[src/fbm_cfg.svh]
/*
  timing counts, register offsets and field positions for the flash host controller.
  assumes a 25 MHz clk_i; included by its bare name.
*/
`ifndef FBM_CFG_SVH
`define FBM_CFG_SVH
`define FBM_CLK_MHZ          25
// pin timings in ns as printed defaults (device speed grade dependent)
`define FBM_ACC_NS           90
`define FBM_CE_NS            90
`define FBM_RP_NS            500
`define FBM_RH_NS            50
`define FBM_WP_NS            45
`define FBM_SLEEP_EXTRA_NS   30
// least times round up to whole cycles
`define FBM_CYC(ns)          (((ns) * `FBM_CLK_MHZ + 999) / 1000)
`define FBM_CE_CYC           `FBM_CYC(`FBM_CE_NS)
`define FBM_RP_CYC           `FBM_CYC(`FBM_RP_NS)
`define FBM_RH_CYC           `FBM_CYC(`FBM_RH_NS)
`define FBM_WP_CYC           `FBM_CYC(`FBM_WP_NS)
// wishbone register offsets (byte addresses)
`define FBM_REG_CTRL         8'h00
`define FBM_REG_ADDR         8'h04
`define FBM_REG_DATA         8'h08
`define FBM_REG_STAT         8'h0c
`define FBM_REG_SECT         8'h10
// control field positions
`define FBM_CTRL_GO          0
`define FBM_CTRL_WRITE       1
`define FBM_CTRL_RESET       2
`define FBM_CTRL_WORD        3
`define FBM_CTRL_BOTTOM      4
// status field positions
`define FBM_STAT_BUSY        0
`define FBM_STAT_RDY         1
`define FBM_STAT_DONE        2
`endif

[src/fbm_pkg.sv]
/*
  types for the flash host controller.
  assumes nothing beyond the config header.
*/
package fbm_pkg;
  typedef enum logic [2:0] {
    FBM_IDLE  = 3'b000,
    FBM_SETUP = 3'b001,
    FBM_PULSE = 3'b010,
    FBM_HOLD  = 3'b011,
    FBM_RST   = 3'b100,
    FBM_RREC  = 3'b101
  } fbm_state_e;
  typedef logic [4:0] fbm_sector_t;
endpackage : fbm_pkg

[src/fbm_host.sv]
/*
  host controller for an asynchronous parallel nor flash: one bus cycle per software order.
  assumes a wishbone classic master on clk_i and a flash wired to the pin ports.
*/
// Summary of operation
// - in bypass mode a program is two write cycles; software issues them singly.
// - reads wait select access time after leaving standby before sampling.
// - host should restart interrupted program or erase after reset.
// - host waits reset to read time after reset pin rises.
// - write needs chip and write enable low, output enable high.
`timescale 1ns/1ns
`default_nettype none
`include "fbm_cfg.svh"
module fbm_host
  import fbm_pkg::*;
(
  input  wire logic        clk_i,
  input  wire logic        rst_i,
  input  wire logic        wb_cyc_i,
  input  wire logic        wb_stb_i,
  input  wire logic        wb_we_i,
  input  wire logic [7:0]  wb_adr_i,
  input  wire logic [3:0]  wb_sel_i,
  input  wire logic [31:0] wb_dat_i,
  output var  logic [31:0] wb_dat_o,
  output var  logic        wb_ack_o,
  output var  logic        chip_enable_n_o,
  output var  logic        output_enable_n_o,
  output var  logic        write_enable_n_o,
  output var  logic        hw_clear_n_o,
  output var  logic        narrow_width_n_o,
  output var  logic [18:0] addr_o,
  output var  logic [15:0] dq_o,
  output var  logic [15:0] dq_oe_o,
  input  wire logic [15:0] dq_i,
  input  wire logic        ready_busy_n_i
);
  fbm_state_e  st_q, st_d;
  logic [4:0]  ctrl_q, ctrl_d;
  logic [19:0] adr_q, adr_d;
  logic [15:0] wdat_q, wdat_d, rdat_q, rdat_d;
  logic [4:0]  cnt_q, cnt_d;
  logic        done_q, done_d, ack_q, ack_d;
  logic [31:0] rd_q, rd_d;
  logic        ce_n_q, ce_n_d, oe_n_q, oe_n_d, we_n_q, we_n_d, clr_n_q, clr_n_d;
  logic [15:0] dqo_q, dqo_d, dqe_q, dqe_d;
  logic        rb_m_q, rb_q;
  logic [15:0] dq_m_q, dq_s_q;
  fbm_sector_t sector;
  logic        req, is_wr, word;

  // two-flop synchronisers on pins from the asynchronous device
  always_ff @(posedge clk_i) begin
    if (rst_i) begin
      rb_m_q <= 1'b1;
      rb_q   <= 1'b1;
      dq_m_q <= 16'h0000;
      dq_s_q <= 16'h0000;
    end else begin
      rb_m_q <= ready_busy_n_i;
      rb_q   <= rb_m_q;
      dq_m_q <= dq_i;
      dq_s_q <= dq_m_q;
    end
  end

  fbm_sector_map u_map (
    .clk_i     (clk_i),
    .rst_i     (rst_i),
    .bottom_i  (ctrl_q[`FBM_CTRL_BOTTOM]),
    .hi_addr_i (adr_q[19:13]),
    .sector_o  (sector)
  );

  assign req   = wb_cyc_i && wb_stb_i && !ack_q;
  assign word  = ctrl_q[`FBM_CTRL_WORD];
  assign is_wr = ctrl_q[`FBM_CTRL_WRITE];

  // bus slave, register file and pin sequencer
  always_comb begin
    st_d    = st_q;
    ctrl_d  = ctrl_q;
    adr_d   = adr_q;
    wdat_d  = wdat_q;
    rdat_d  = rdat_q;
    cnt_d   = cnt_q;
    done_d  = done_q;
    ack_d   = 1'b0;
    rd_d    = rd_q;
    ce_n_d  = ce_n_q;
    oe_n_d  = oe_n_q;
    we_n_d  = we_n_q;
    clr_n_d = clr_n_q;
    dqo_d   = dqo_q;
    dqe_d   = dqe_q;
    if (req) begin
      ack_d = 1'b1;                                   // one wait state, then ack
      rd_d  = 32'h0000_0000;
      case (wb_adr_i)
        `FBM_REG_CTRL: begin
          rd_d = {27'h0, ctrl_q};
          // mode bits frozen while busy, so a running cycle keeps its width and direction
          if (wb_we_i && wb_sel_i[0] && st_q == FBM_IDLE) begin
            ctrl_d = wb_dat_i[4:0] & 5'h1e;           // go self-clears; reset bit is stored
            if (wb_dat_i[`FBM_CTRL_RESET]) begin
              st_d   = FBM_RST;
              cnt_d  = 5'h00;
              done_d = 1'b0;
            end else if (wb_dat_i[`FBM_CTRL_GO]) begin
              st_d   = FBM_SETUP;
              cnt_d  = 5'h00;
              done_d = 1'b0;
            end
          end
        end
        `FBM_REG_ADDR: begin
          rd_d = {12'h0, adr_q};
          if (wb_we_i && st_q == FBM_IDLE) adr_d = wb_dat_i[19:0];
        end
        `FBM_REG_DATA: begin
          rd_d = {16'h0, rdat_q};
          if (wb_we_i && st_q == FBM_IDLE) wdat_d = wb_dat_i[15:0];
        end
        `FBM_REG_STAT: begin
          rd_d = {29'h0, done_q, rb_q, st_q != FBM_IDLE};
          if (wb_we_i && wb_dat_i[`FBM_STAT_DONE]) done_d = 1'b0;
        end
        `FBM_REG_SECT: rd_d = {27'h0, sector};
        default: rd_d = 32'h0000_0000;                // unmapped reads zero
      endcase
    end
    case (st_q)
      FBM_IDLE: begin
        // standby between cycles: both selects high, data pins released
        ce_n_d  = 1'b1;
        oe_n_d  = 1'b1;
        we_n_d  = 1'b1;
        clr_n_d = 1'b1;
        dqe_d   = 16'h0000;
      end
      FBM_SETUP: begin
        // leave standby: address and data settle before the write strobe; for reads output enable falls here too
        ce_n_d = 1'b0;
        oe_n_d = is_wr;
        we_n_d = 1'b1;
        dqo_d  = word ? wdat_q : {adr_q[0], 7'h00, wdat_q[7:0]};
        dqe_d  = is_wr ? (word ? 16'hffff : 16'h80ff) : (word ? 16'h0000 : 16'h8000);
        st_d   = FBM_PULSE;
        cnt_d  = 5'h00;
      end
      FBM_PULSE: begin
        we_n_d = !is_wr;
        cnt_d  = cnt_q + 5'h01;
        // reads wait select time plus two synchroniser stages
        if (is_wr ? (cnt_q >= 5'(`FBM_WP_CYC)) : (cnt_q >= 5'(`FBM_CE_CYC + 2))) begin
          if (!is_wr) rdat_d = word ? dq_s_q : {8'h00, dq_s_q[7:0]};
          we_n_d = 1'b1;                              // data latched on rising edge
          st_d = FBM_HOLD;
        end
      end
      FBM_HOLD: begin
        oe_n_d = 1'b1;
        ce_n_d = 1'b1;                                // device finishes alone
        dqe_d  = 16'h0000;
        done_d = 1'b1;
        st_d   = FBM_IDLE;
      end
      FBM_RST: begin
        // clear pin low with every strobe parked high, so no cycle is seen mid-pulse
        clr_n_d = 1'b0;
        ce_n_d  = 1'b1;
        oe_n_d  = 1'b1;
        we_n_d  = 1'b1;
        dqe_d   = 16'h0000;
        cnt_d   = cnt_q + 5'h01;
        if (cnt_q >= 5'(`FBM_RP_CYC)) begin
          st_d  = FBM_RREC;
          cnt_d = 5'h00;
        end
      end
      FBM_RREC: begin
        clr_n_d = 1'b1;
        cnt_d = (cnt_q == 5'h1f) ? cnt_q : cnt_q + 5'h01;
        if (cnt_q >= 5'(`FBM_RH_CYC) && rb_q) begin
          done_d = 1'b1;
          st_d   = FBM_IDLE;
        end
      end
      default: st_d = FBM_IDLE;
    endcase
  end

  // state and pin registers; every output leaves from here, so pins never glitch
  always_ff @(posedge clk_i) begin
    if (rst_i) begin
      st_q    <= FBM_IDLE;
      ctrl_q  <= 5'h08;
      adr_q   <= 20'h00000;
      wdat_q  <= 16'h0000;
      rdat_q  <= 16'h0000;
      cnt_q   <= 5'h00;
      done_q  <= 1'b0;
      ack_q   <= 1'b0;
      rd_q    <= 32'h0000_0000;
      ce_n_q  <= 1'b1;
      oe_n_q  <= 1'b1;
      we_n_q  <= 1'b1;
      clr_n_q <= 1'b1;
      dqo_q   <= 16'h0000;
      dqe_q   <= 16'h0000;
    end else begin
      st_q    <= st_d;
      ctrl_q  <= ctrl_d;
      adr_q   <= adr_d;
      wdat_q  <= wdat_d;
      rdat_q  <= rdat_d;
      cnt_q   <= cnt_d;
      done_q  <= done_d;
      ack_q   <= ack_d;
      rd_q    <= rd_d;
      ce_n_q  <= ce_n_d;
      oe_n_q  <= oe_n_d;
      we_n_q  <= we_n_d;
      clr_n_q <= clr_n_d;
      dqo_q   <= dqo_d;
      dqe_q   <= dqe_d;
    end
  end

  // address held steady between cycles lets the device sleep
  assign addr_o            = adr_q[19:1];
  assign narrow_width_n_o  = ctrl_q[`FBM_CTRL_WORD];
  assign chip_enable_n_o   = ce_n_q;
  assign output_enable_n_o = oe_n_q;
  assign write_enable_n_o  = we_n_q;
  assign hw_clear_n_o      = clr_n_q;
  assign dq_o              = dqo_q;
  assign dq_oe_o           = dqe_q;
  assign wb_ack_o          = ack_q;
  assign wb_dat_o          = rd_q;
endmodule : fbm_host
`default_nettype wire

[src/fbm_sector_map.sv]
/*
  sector decoder: maps address bits 18..12 to a sector index for top or bottom boot.
  assumes a same-clock address input; result is registered.
*/
`timescale 1ns/1ns
`default_nettype none
`include "fbm_cfg.svh"
module fbm_sector_map
  import fbm_pkg::*;
(
  input  wire logic        clk_i,
  input  wire logic        rst_i,
  input  wire logic        bottom_i,
  input  wire logic [6:0]  hi_addr_i,
  output var  fbm_sector_t sector_o
);
  fbm_sector_t sector_d;
  fbm_sector_t sector_q;

  // decode both boot layouts; small sectors sit at the boot end
  always_comb begin
    sector_d = 5'h00;
    if (!bottom_i) begin
      if (hi_addr_i[6:3] != 4'hf)
        sector_d = {1'b0, hi_addr_i[6:3]};
      else if (!hi_addr_i[2])
        sector_d = 5'h0f;
      else if (!hi_addr_i[1])
        sector_d = hi_addr_i[0] ? 5'h11 : 5'h10;
      else
        sector_d = 5'h12;
    end else begin
      if (hi_addr_i[6:3] != 4'h0)
        sector_d = 5'(hi_addr_i[6:3]) + 5'h03;
      else if (hi_addr_i[2])
        sector_d = 5'h03;
      else if (hi_addr_i[1])
        sector_d = hi_addr_i[0] ? 5'h02 : 5'h01;
      else
        sector_d = 5'h00;
    end
  end

  always_ff @(posedge clk_i) begin
    if (rst_i) sector_q <= 5'h00;
    else       sector_q <= sector_d;
  end
  assign sector_o = sector_q;
endmodule : fbm_sector_map
`default_nettype wire

[config.mk]
export PLATFORM = sky130hd
export DESIGN_NAME = fbm_host
export DESIGN_NICKNAME = d
export VERILOG_FILES = /design/src/fbm_pkg.sv /design/src/fbm_host.sv /design/src/fbm_sector_map.sv
export VERILOG_INCLUDE_DIRS = /design/src
export SDC_FILE = /design/constraint.sdc
export NUM_CORES = 1
export LEC_CHECK = 0
export ABC_CLOCK_PERIOD_IN_PS = 2100
export BUFFER_PORTS_ARGS = -buffer_cell sky130_fd_sc_hd__buf_2
export CORE_MARGIN = 8
export CORE_UTILIZATION = 48
export CTS_CLUSTER_SIZE = 14
export DETAILED_ROUTE_END_ITERATION = 16
export PLACE_DENSITY = 0.76
export SYNTH_ARGS = -nofsm -noshare
export SYNTH_HDL_FRONTEND = slang
export SYNTH_SLANG_ARGS = --single-unit
[constraint.sdc]
create_clock -name clk_i -period 2.1 [get_ports clk_i]
set_clock_uncertainty 0.1 [all_clocks]
set_input_delay 0.105 -clock clk_i [delete_from_list [all_inputs] [get_ports clk_i]]
set_output_delay 0.105 -clock clk_i [all_outputs]
set_load 0.01 [all_outputs]
# Yosys cells after proc, flatten, opt, wreduce, memory -nomap -nowiden
# Index checks and enable logic that the tools add are counted.
[totals]
in_bits = 66
output_inout_bits = 89
wordCells = 114
register_bits = 173
[op_classes]
bitwise = 1
n_reduce_logical = 28
n_addsub = 2
order_cmp = 3
n_mux = 48
eq_ne = 12
[ops]
columns = ["operator", "count"]
rows = [
  ["$pmux W20 S5", 1],
  ["$mux W5", 14],
  ["$mux W16", 4],
  ["$pmux W16 S2", 1],
  ["$mux W3", 8],
  ["$pmux W5 S4", 1],
  ["$eq A8 B4 Y1 const B", 2],
  ["$mux W15", 1],
  ["$pmux W3 S5", 1],
  ["$reduce_bool A5 Y1", 3],
  ["$pmux W1 S2", 6],
  ["$reduce_and A3 Y1", 4],
  ["$mux W1", 10],
  ["$eq A8 B3 Y1 const B", 1],
  ["$eq A8 B5 Y1 const B", 1],
  ["$logic_not A8 Y1", 1],
  ["$logic_and A1 B1 Y1", 7],
  ["$eq A3 B2 Y1 const B", 2],
  ["$eq A3 B3 Y1 const B", 2],
  ["$reduce_bool A2 Y1", 3],
  ["$reduce_bool A6 Y1", 1],
  ["$reduce_or A3 Y1", 2],
  ["$add A4 B2 Y5 const B", 1],
  ["$add A5 B1 Y5 const B", 1],
  ["15 further kinds", 16],
]

# Longest topological paths before layout
# Gate-level depths: netlist (run 1).
[logic_depth]
word_depth = 7
ltp_mapped = 8

# Cells and area by module
# A second synthesis (run 1) with hierarchy kept.
[unflattened]
hier_cells = 730
hier_area_um2 = 6155.9
[by_module_without_submodules]
columns = ["module", "cells_per_inst", "area_per_inst_um2", "instances"]
rows = [
  ["fbm_host", 692, 5840.6, 1],
  ["fbm_sector_map", 38, 315.3, 1],
]

# Worst setup path before layout (run 1)
# OpenSTA, ideal clock, no wires.
[synth_path]
path_type = "reg-to-reg"
from = "reg cnt_q[1]"
to = "reg st_q[0]"
required_time_ps = 1878
setup_slack_ps = 131
path_stages_with_launch = 7
t_arrival_ps = 1748
synth_period_minus_slack_ps = 1969
path_cell_list = "dfxtp_1 inv_1 ha_1 o31ai_1 nand2_1 o211a_1 o311a_1"
[synth_via]
elab_chain_len = 4
[synth_lines]
columns = ["item", "line", "rtl"]
rows = [
  ["start, declared", "fbm_host.sv:42", "logic [4:0] cnt_q, cnt_d;"],
  ["start signal, assigned", "fbm_host.sv:217", "cnt_q <= cnt_d;"],
  ["$ge A5 B3 Y1 or $ge A5 B2 Y1 (tied branches)", "fbm_host.sv:155, fbm_host.sv:184", ""],
  ["$mux W1 or $logic_and A1 B1 Y1 (tied branches)", "fbm_host.sv:155, fbm_host.sv:184", ""],
  ["$mux W3 (on tied branches)", "fbm_host.sv:155, fbm_host.sv:184", ""],
  ["$pmux W3 S5 (*)", "fbm_host.sv:132", "case (st_q)"],
  ["end signal, assigned", "fbm_host.sv:212", "st_q <= st_d;"],
  ["end, declared", "fbm_host.sv:38", "fbm_state_e st_q, st_d;"],
]
# Mark *: on every way between the ends. The rest lies on a longest branch, timed or not.
# A chain may end at the register's enable or synchronous reset.

# Final worst setup path (run 1)
[layout_path]
from = "reg cnt_q[0]"
to = "reg cnt_q[2]"
[layout_via]
elab_chain_len = 3
[layout_lines]
columns = ["item", "line", "rtl"]
rows = [
  ["$add A5 B1 Y5 (tied with other cells)", "fbm_host.sv:153, fbm_host.sv:175, fbm_host.sv:183", ""],
  ["$mux W5 (tied with other cells)", "fbm_host.sv:183", "cnt_d = (cnt_q == 5'h1f) ? cnt_q : cnt_q + 5'h01;"],
  ["$pmux W5 S4 or $reduce_and A5 Y1 (tied branches)", "--", ""],
]
# Parallel ways exist; a longest one is shown, timed or not. The select of a mux whose other input is x is not followed.

==> results of run 1 <==
==> cell type report <==
type	count	area (um2)
antenna	3	7.507
tap	176	220.2
inverter	17	63.81
clock buffer	21	460.4
multi-input combinational	488	2819
sequential	148	2963
fill	1129	5107
timing repair buffer	202	1346
clock inverter	11	150.1
==> timing repair <==
| item | 4_1_cts | 5_1_grt |
|---|---|---|
| endpoints found under the setup margin | 0 | 5 |
| gates resized for setup | 0 | 4 |
| endpoints found under the hold margin | 65 | 0 |
| hold buffers | 43 | 0 |
==> flip-flops by register name, summed over array words and instances, names as in the netlist <==
name	cells
dq_s_q	16
chip_enable_n_o	1
u_map.sector_o	5
output_enable_n_o	1
dq_o	16
rb_m_q	1
wb_dat_o	20
rdat_q	16
wdat_q	16
cnt_q	5
hw_clear_n_o	1
st_q	3
wb_ack_o	1
rb_q	1
done_q	1
dq_m_q	16
adr_q	20
write_enable_n_o	1
ctrl_q	4
dq_oe_o	3
==> layout by cell type, fill, tap and decap left out, types with 5 or more instances in the layout <==
cell           Yosys  layout
conb_1             1      12
inv_1             17      17
nand2_1           77      77
buf_2             10     126
or3_1             14      14
o21ai_0           46      46
a22oi_1           18      18
clkbuf_16          0      17
nor2b_1           36      36
dlygate4sd3_1      0      43
mux2i_1           10      10
or2_2              5       5
buf_4             44      30
ha_1               6       6
mux2_2             5       5
nor2_1            16      16
nand3_1           64      64
dfxtp_1          148     148
a21oi_1          100     100
a31oi_1            6       6
==> cell families after synthesis <==
group           Yosys count
other cells               1
buf+inv                 122
xor+xnor                  2
fa+ha+maj                 6
flops                   148
compound gates          208
mux                      15
simple gates            245
==> routing by layer <==
layer	up-vias	routed length, um	GRT usage [%]	share of wire [%]
met4	0	508	10.78	3.0
met3	40	1284	5.297	7.5
li1	2811	-	-	-
met5	-	0	0	0
met2	222	7925	30.07	46
met1	2653	7466	24.88	43
==> metrics by stage <==
| stage | setup slack, ps | cells | TNS (ps) | power [mW] | hold WS [ps] |
|---|---|---|---|---|---|
| detailed placement | 53.07 | 988 | 0 | 3.150 | 196.7 |
| global route | -54.84 | 1066 | -64.30 | 6.451 | 59.60 |
| global placement | 52.62 | 988 | 0 | 3.148 | 191.8 |
| finish | 136.6 | 1066 | 0 | 6.280 | 33.78 |
| floorplan | 130.7 | 758 | 0 | 3.059 | 108.8 |
| CTS | 40.74 | 1063 | 0 | 6.300 | 14.65 |
==> power groups by stage <==
stage | combinational, mW | clock (mW) | sequential, mW
floorplan | 0.148 | 0 | 2.91
global placement | 0.237 | 0 | 2.91
detailed placement | 0.238 | 0 | 2.91
CTS | 0.299 | 3.15 | 2.85
global route | 0.329 | 3.27 | 2.85
finish | 0.302 | 3.13 | 2.85
==> worst max-delay path: cells and delay by family, from the launching register on <==
kind | cells | cell delay (ps)
DFF | 1 | 370
and+or+nand+nor | 1 | 190
adders and majority gates | 2 | 430
AOI/OAI and AO/OA | 4 | 760
==> how the worst max path moves through the flow <==
stage,cells past startpoint,endpoint,start
after detailed placement,6,cnt_q[3]$_SDFFE_PP0P_,cnt_q[1]$_SDFFE_PP0P_
after global placement,6,cnt_q[2]$_SDFFE_PP0P_,cnt_q[1]$_SDFFE_PP0P_
final,7,cnt_q[2]$_SDFFE_PP0P_,cnt_q[0]$_SDFFE_PP0P_
after floorplan,6,st_q[0]$_SDFF_PP0_,cnt_q[1]$_SDFFE_PP0P_
after global routing,6,cnt_q[3]$_SDFFE_PP0P_,cnt_q[1]$_SDFFE_PP0P_
after CTS,6,cnt_q[3]$_SDFFE_PP0P_,cnt_q[1]$_SDFFE_PP0P_
==> qor.yml, run 1 <==
power_and_ir_drop:
  power_density_mw_per_mm2: 782.0
  leakage_nw: 3.155
  swShare_pct: 21.73
  power_frac_comb_pct: 4.8
  ir_drop_mv: 0.5464
  power.share.clock_pct: 49.8
  p_sw_mw: 1.365
  pwr-share-seq_pct: 45.4
  intPower_mw: 4.915
clocking:
  clock_latency_ps: 430
  cts_buffers: 17
  cts_root_buffer: "clkbuf_16"
  clkTransAtPathRegs_ps: 60
  cts.sinks: 148
  cts_tree: "done"
  clock_path_buffers: 2
  post_cts_buffers: 0
  h-tree-depth: 4
synthesis:
  synthXorXnorAreaFrac_pct: 0.2740
  synth_fa_ha_area_share_pct: 1.174
  synth_seq_area_share_pct: 46.34
  synth_seq_cells: 148
  synth_top_area_cell: "dfxtp_1"
  synth_edf_count: 0
  netlist.area_leader.share_pct: 46.34
  synth.area.mux_share_pct: 2.446
  synthArstFlopShare_pct: 0
  synthTopCellsByCount: "dfxtp_1 (148), a21oi_1 (100), nand2_1 (77), nand3_1 (64)"
  syn-cell-area_mm2: 0.006394
  yosysWarnings: 0
  synth_top_family_by_area: "simple AND/OR/NAND/NOR gates"
  synth_compound_gate_area_share_pct: 19.33
  synth_cells: 747
  ys_top_cells_by_area: "dfxtp_1 (46%), a21oi_1 (7.8%), buf_4 (5.2%)"
  synthSimpleGateAreaFrac_pct: 19.96
  syn_avg_cell_area_um2: 8.559
  yosysMostFrequentCell: "dfxtp_1"
  synth_ff_type: "dfxtp_1"
  ys_types: 59
hold_path:
  hold_path.class: "in -> reg"
  holdPathStages: 4
  whs_endpoint: "done_q$_SDFF_PP0_"
  worstHoldStart: "wb_sel_i[0]"
floorplan:
  die_area_mm2: 0.01727
  initial_core_util_pct: 48.67
  die_h_um: 131.4
  die_x_um: 131.4
  io_pins: 155
  coreArea_mm2: 0.01314
  rows: 42
route:
  drcViolationCount: 0
  avgViaCountPerCell: 5.371
  routed_wl_um: 17190
  initialDrtViolationCount: 588
  wl_per_cell_um: 16.12
  vias: 5726
  ant_nets: 0
  dr.pass1.iters: 6
place:
  hpwlAfterDp_um: 11950
  place_area_mm2: 0.006974
  place.gp.congestion: 0.8989
  numPortBuffers: 127
cells_and_area:
  drive_gt1_share_pct: 23.34
  utilization_pct: 61.12
  area_growth_pct: 25.60
  nets: 946
  final_area_mm2: 0.008030
critical_path:
  critical_path_class: "reg -> reg"
  worst-path-max-fanout: 8
  crit_required_ps: 2310
  reg2reg_setup_slack_ps: 140
  crit_path_top_delay_cell: "dfxtp_1"
  r2r-start: "cnt_q[0]$_SDFFE_PP0P_"
  start_kind: "register"
  end_kind: "register"
  worstReg2RegEnd: "cnt_q[2]$_SDFFE_PP0P_"
  rr_worst_depth: 7
  crit_chain: "ha_1 -> and3_1 -> ha_1 -> a21oi_1 -> o211ai_1 -> o31a_1 -> a311o_1"
  cpMostUsedCell: "ha_1"
  crit_arrival_ps: 2170
  max_stage_delay_ps: 370
sta:
  grt_setup_unrepaired: "yes"
  max_freq_mhz: 509.3
  finalSetupViolCount: 0
  hold_violations: 0
  min_period_ps: 1963
  worst_slew_pin_slew_ps: 617.6
  slew_headroom_pct: 58.83
  final.period_utilization_pct: 93.50
  maxSlewViolCount: 0
run_status:
  status: "completed"
global_routing:
  grt_overflow: 0
  grtUsageTotal_pct: 19.71
  antenna_found_initial: 3
  grt_pass1_vias: 5473
  grt_max_degree: 63
  grt_pass1_wl_um: 27970
job:
  drv_cap: 0
Power figures use the tool's default switching activity.
==> inputs of run 2 (changes only) <==
Settings changed: ABC_CLOCK_PERIOD_IN_PS 2100 to 2150, CORE_UTILIZATION 48 to 53, PLACE_DENSITY 0.76 to 0.87.
Clock period 2.1 ns to 2.15 ns, I/O delays scaled along.
==> qor.yml, run 2 (same netlist as run 1, synthesis figures left out) <==
run_status:
  status: "completed"
cells_and_area:
  fillers: 881
  area_growth_pct: 24.38
  drive_gt1_share_pct: 23.53
  nets: 943
  final_area_mm2: 0.007953
  layout.cells.most_common: "dfxtp_1"
  mostFrequentLayoutCells: "dfxtp_1 (147), buf_2 (126), a21oi_1 (100), nand2_1 (77), nand3_1 (64)"
  final_cells: 1032
hold_path:
  hold_path.class: "in -> reg"
route:
  drcViolationCount: 0
  ant_nets: 0
  initialDrtViolationCount: 635
  routed_wl_um: 17760
  vias: 5891
  dr.pass1.iters: 5
  wl_per_cell_um: 17.21
  avgViaCountPerCell: 5.708
sta:
  maxSlewViolCount: 0
  grt_setup_unrepaired: "no"
  worst_slew_pin_slew_ps: 554.1
  hold_violations: 0
  min_period_ps: 2017
  tns_ps: 0
  finalSetupViolCount: 0
  final.period_utilization_pct: 93.81
  max_freq_mhz: 495.8
  slew_headroom_pct: 63.06
clocking:
  cts_root_buffer: "clkbuf_16"
  h-tree-depth: 4
  cts_tree: "done"
  clkTransAtPathRegs_ps: 70
  cts_buffers: 17
  clock_latency_ps: 430
  clock_path_buffers: 2
  cts.sinks: 148
floorplan:
  initial_core_util_pct: 53.68
  die_x_um: 125.8
  io_pins: 155
  rows: 40
  coreArea_mm2: 0.01191
  die_area_mm2: 0.01583
  die_h_um: 125.8
job:
  drv_cap: 0
critical_path:
  end_kind: "register"
  crit_arrival_ps: 2260
  worst-path-max-fanout: 21
  crit_required_ps: 2400
  critical_path_class: "in -> reg"
  start_kind: "input pin"
place:
  hpwlAfterDp_um: 11770
  place.gp.congestion: 0.9300
  place_area_mm2: 0.006915
  numPortBuffers: 127
  placedCellCount: 956
global_routing:
  grtUsageTotal_pct: 22.24
  antenna_found_initial: 1
  grt_overflow: 0
  grt_max_degree: 131
  grt_pass1_vias: 5735
  grt_pass1_wl_um: 28720
power_and_ir_drop:
  power_density_mw_per_mm2: 757.9
  leakage_nw: 3.134
  ir_drop_mv: 0.5039
  fin_total_pwr_mw: 6.027
==> run 2: per-stage QoR <==
stage | hold slack [ps] | util (%) | setup WS (ps)
after floorplan | 111.3 | - | 180.7
final | 36.07 | 66.76 | 133.0
after CTS | 0.7288 | 66.47 | 17.08
after global placement | 193.1 | 58.06 | 164.2
after global routing | 65.88 | 66.76 | 14.18
after detailed placement | 196.9 | 58.06 | -21.40
==> run 2: timing repair <==
action / in CTS / in global routing
setup buffers: 0 / 1
resized for setup: 1 / 4
endpoints found under the hold margin: 66 / 0
hold buffers: 42 / 0
endpoints found under the setup margin: 1 / 12
cloned: 0 / 0
pin swaps: 0 / 1
==> run 2: metal layers <==
metal  wire, um  vias up  GRT usage (%)
li1           -     2813              -
met1       7190     2689          26.64
met2       8079      316          35.51
met3       1702       73          6.624
met4        793        0          11.61
met5          0        -              0
==> run 2: where the power goes <==
| part | switching, mW | total [mW] | internal [mW] | leakage, nW |
|---|---|---|---|---|
| logic | 0.167 | 0.302 | 0.135 | 1.65 |
| registers | 0.00939 | 2.78 | 2.77 | 1.20 |
| clock network | 1.30 | 2.94 | 1.65 | 0.287 |
==> run 2: path summary, 6_finish.rpt <==
kind | startpoint | end | slack [ps] | cells after the start
setup / recovery | wb_adr_i[4] | adr_q[11]$_SDFFE_PP0P_ | 130 | 8
hold reg to reg | rb_m_q$_SDFF_PP1_ | rb_q$_SDFF_PP1_ | 320 | 1
hold / removal | wb_sel_i[0] | done_q$_SDFF_PP0_ | 40 | 4
setup reg to reg | st_q[0]$_SDFF_PP0_ | cnt_q[4]$_SDFFE_PP0P_ | 140 | 4
==> run 2: layout make-up <==
class                      instances  area [um2]  share of cell area, %
inverter                          17       63.81                 0.8024
antenna                            1       2.502                0.03147
sequential                       148        2964                  37.27
tap                              147       183.9                  2.313
clock buffer                      17       425.4                  5.349
timing repair buffer             199        1334                  16.77
multi-input combinational        488        2824                  35.51
clock inverter                    15       155.1                  1.951
==> run 2: critical path, stage by stage <==
cell and delay [ps]:
dlygate4sd3_1 530, buf_2 190, nor4_4 380, buf_4 210
and3_1 340, buf_12 200, nand3_1 100, a21oi_1 200
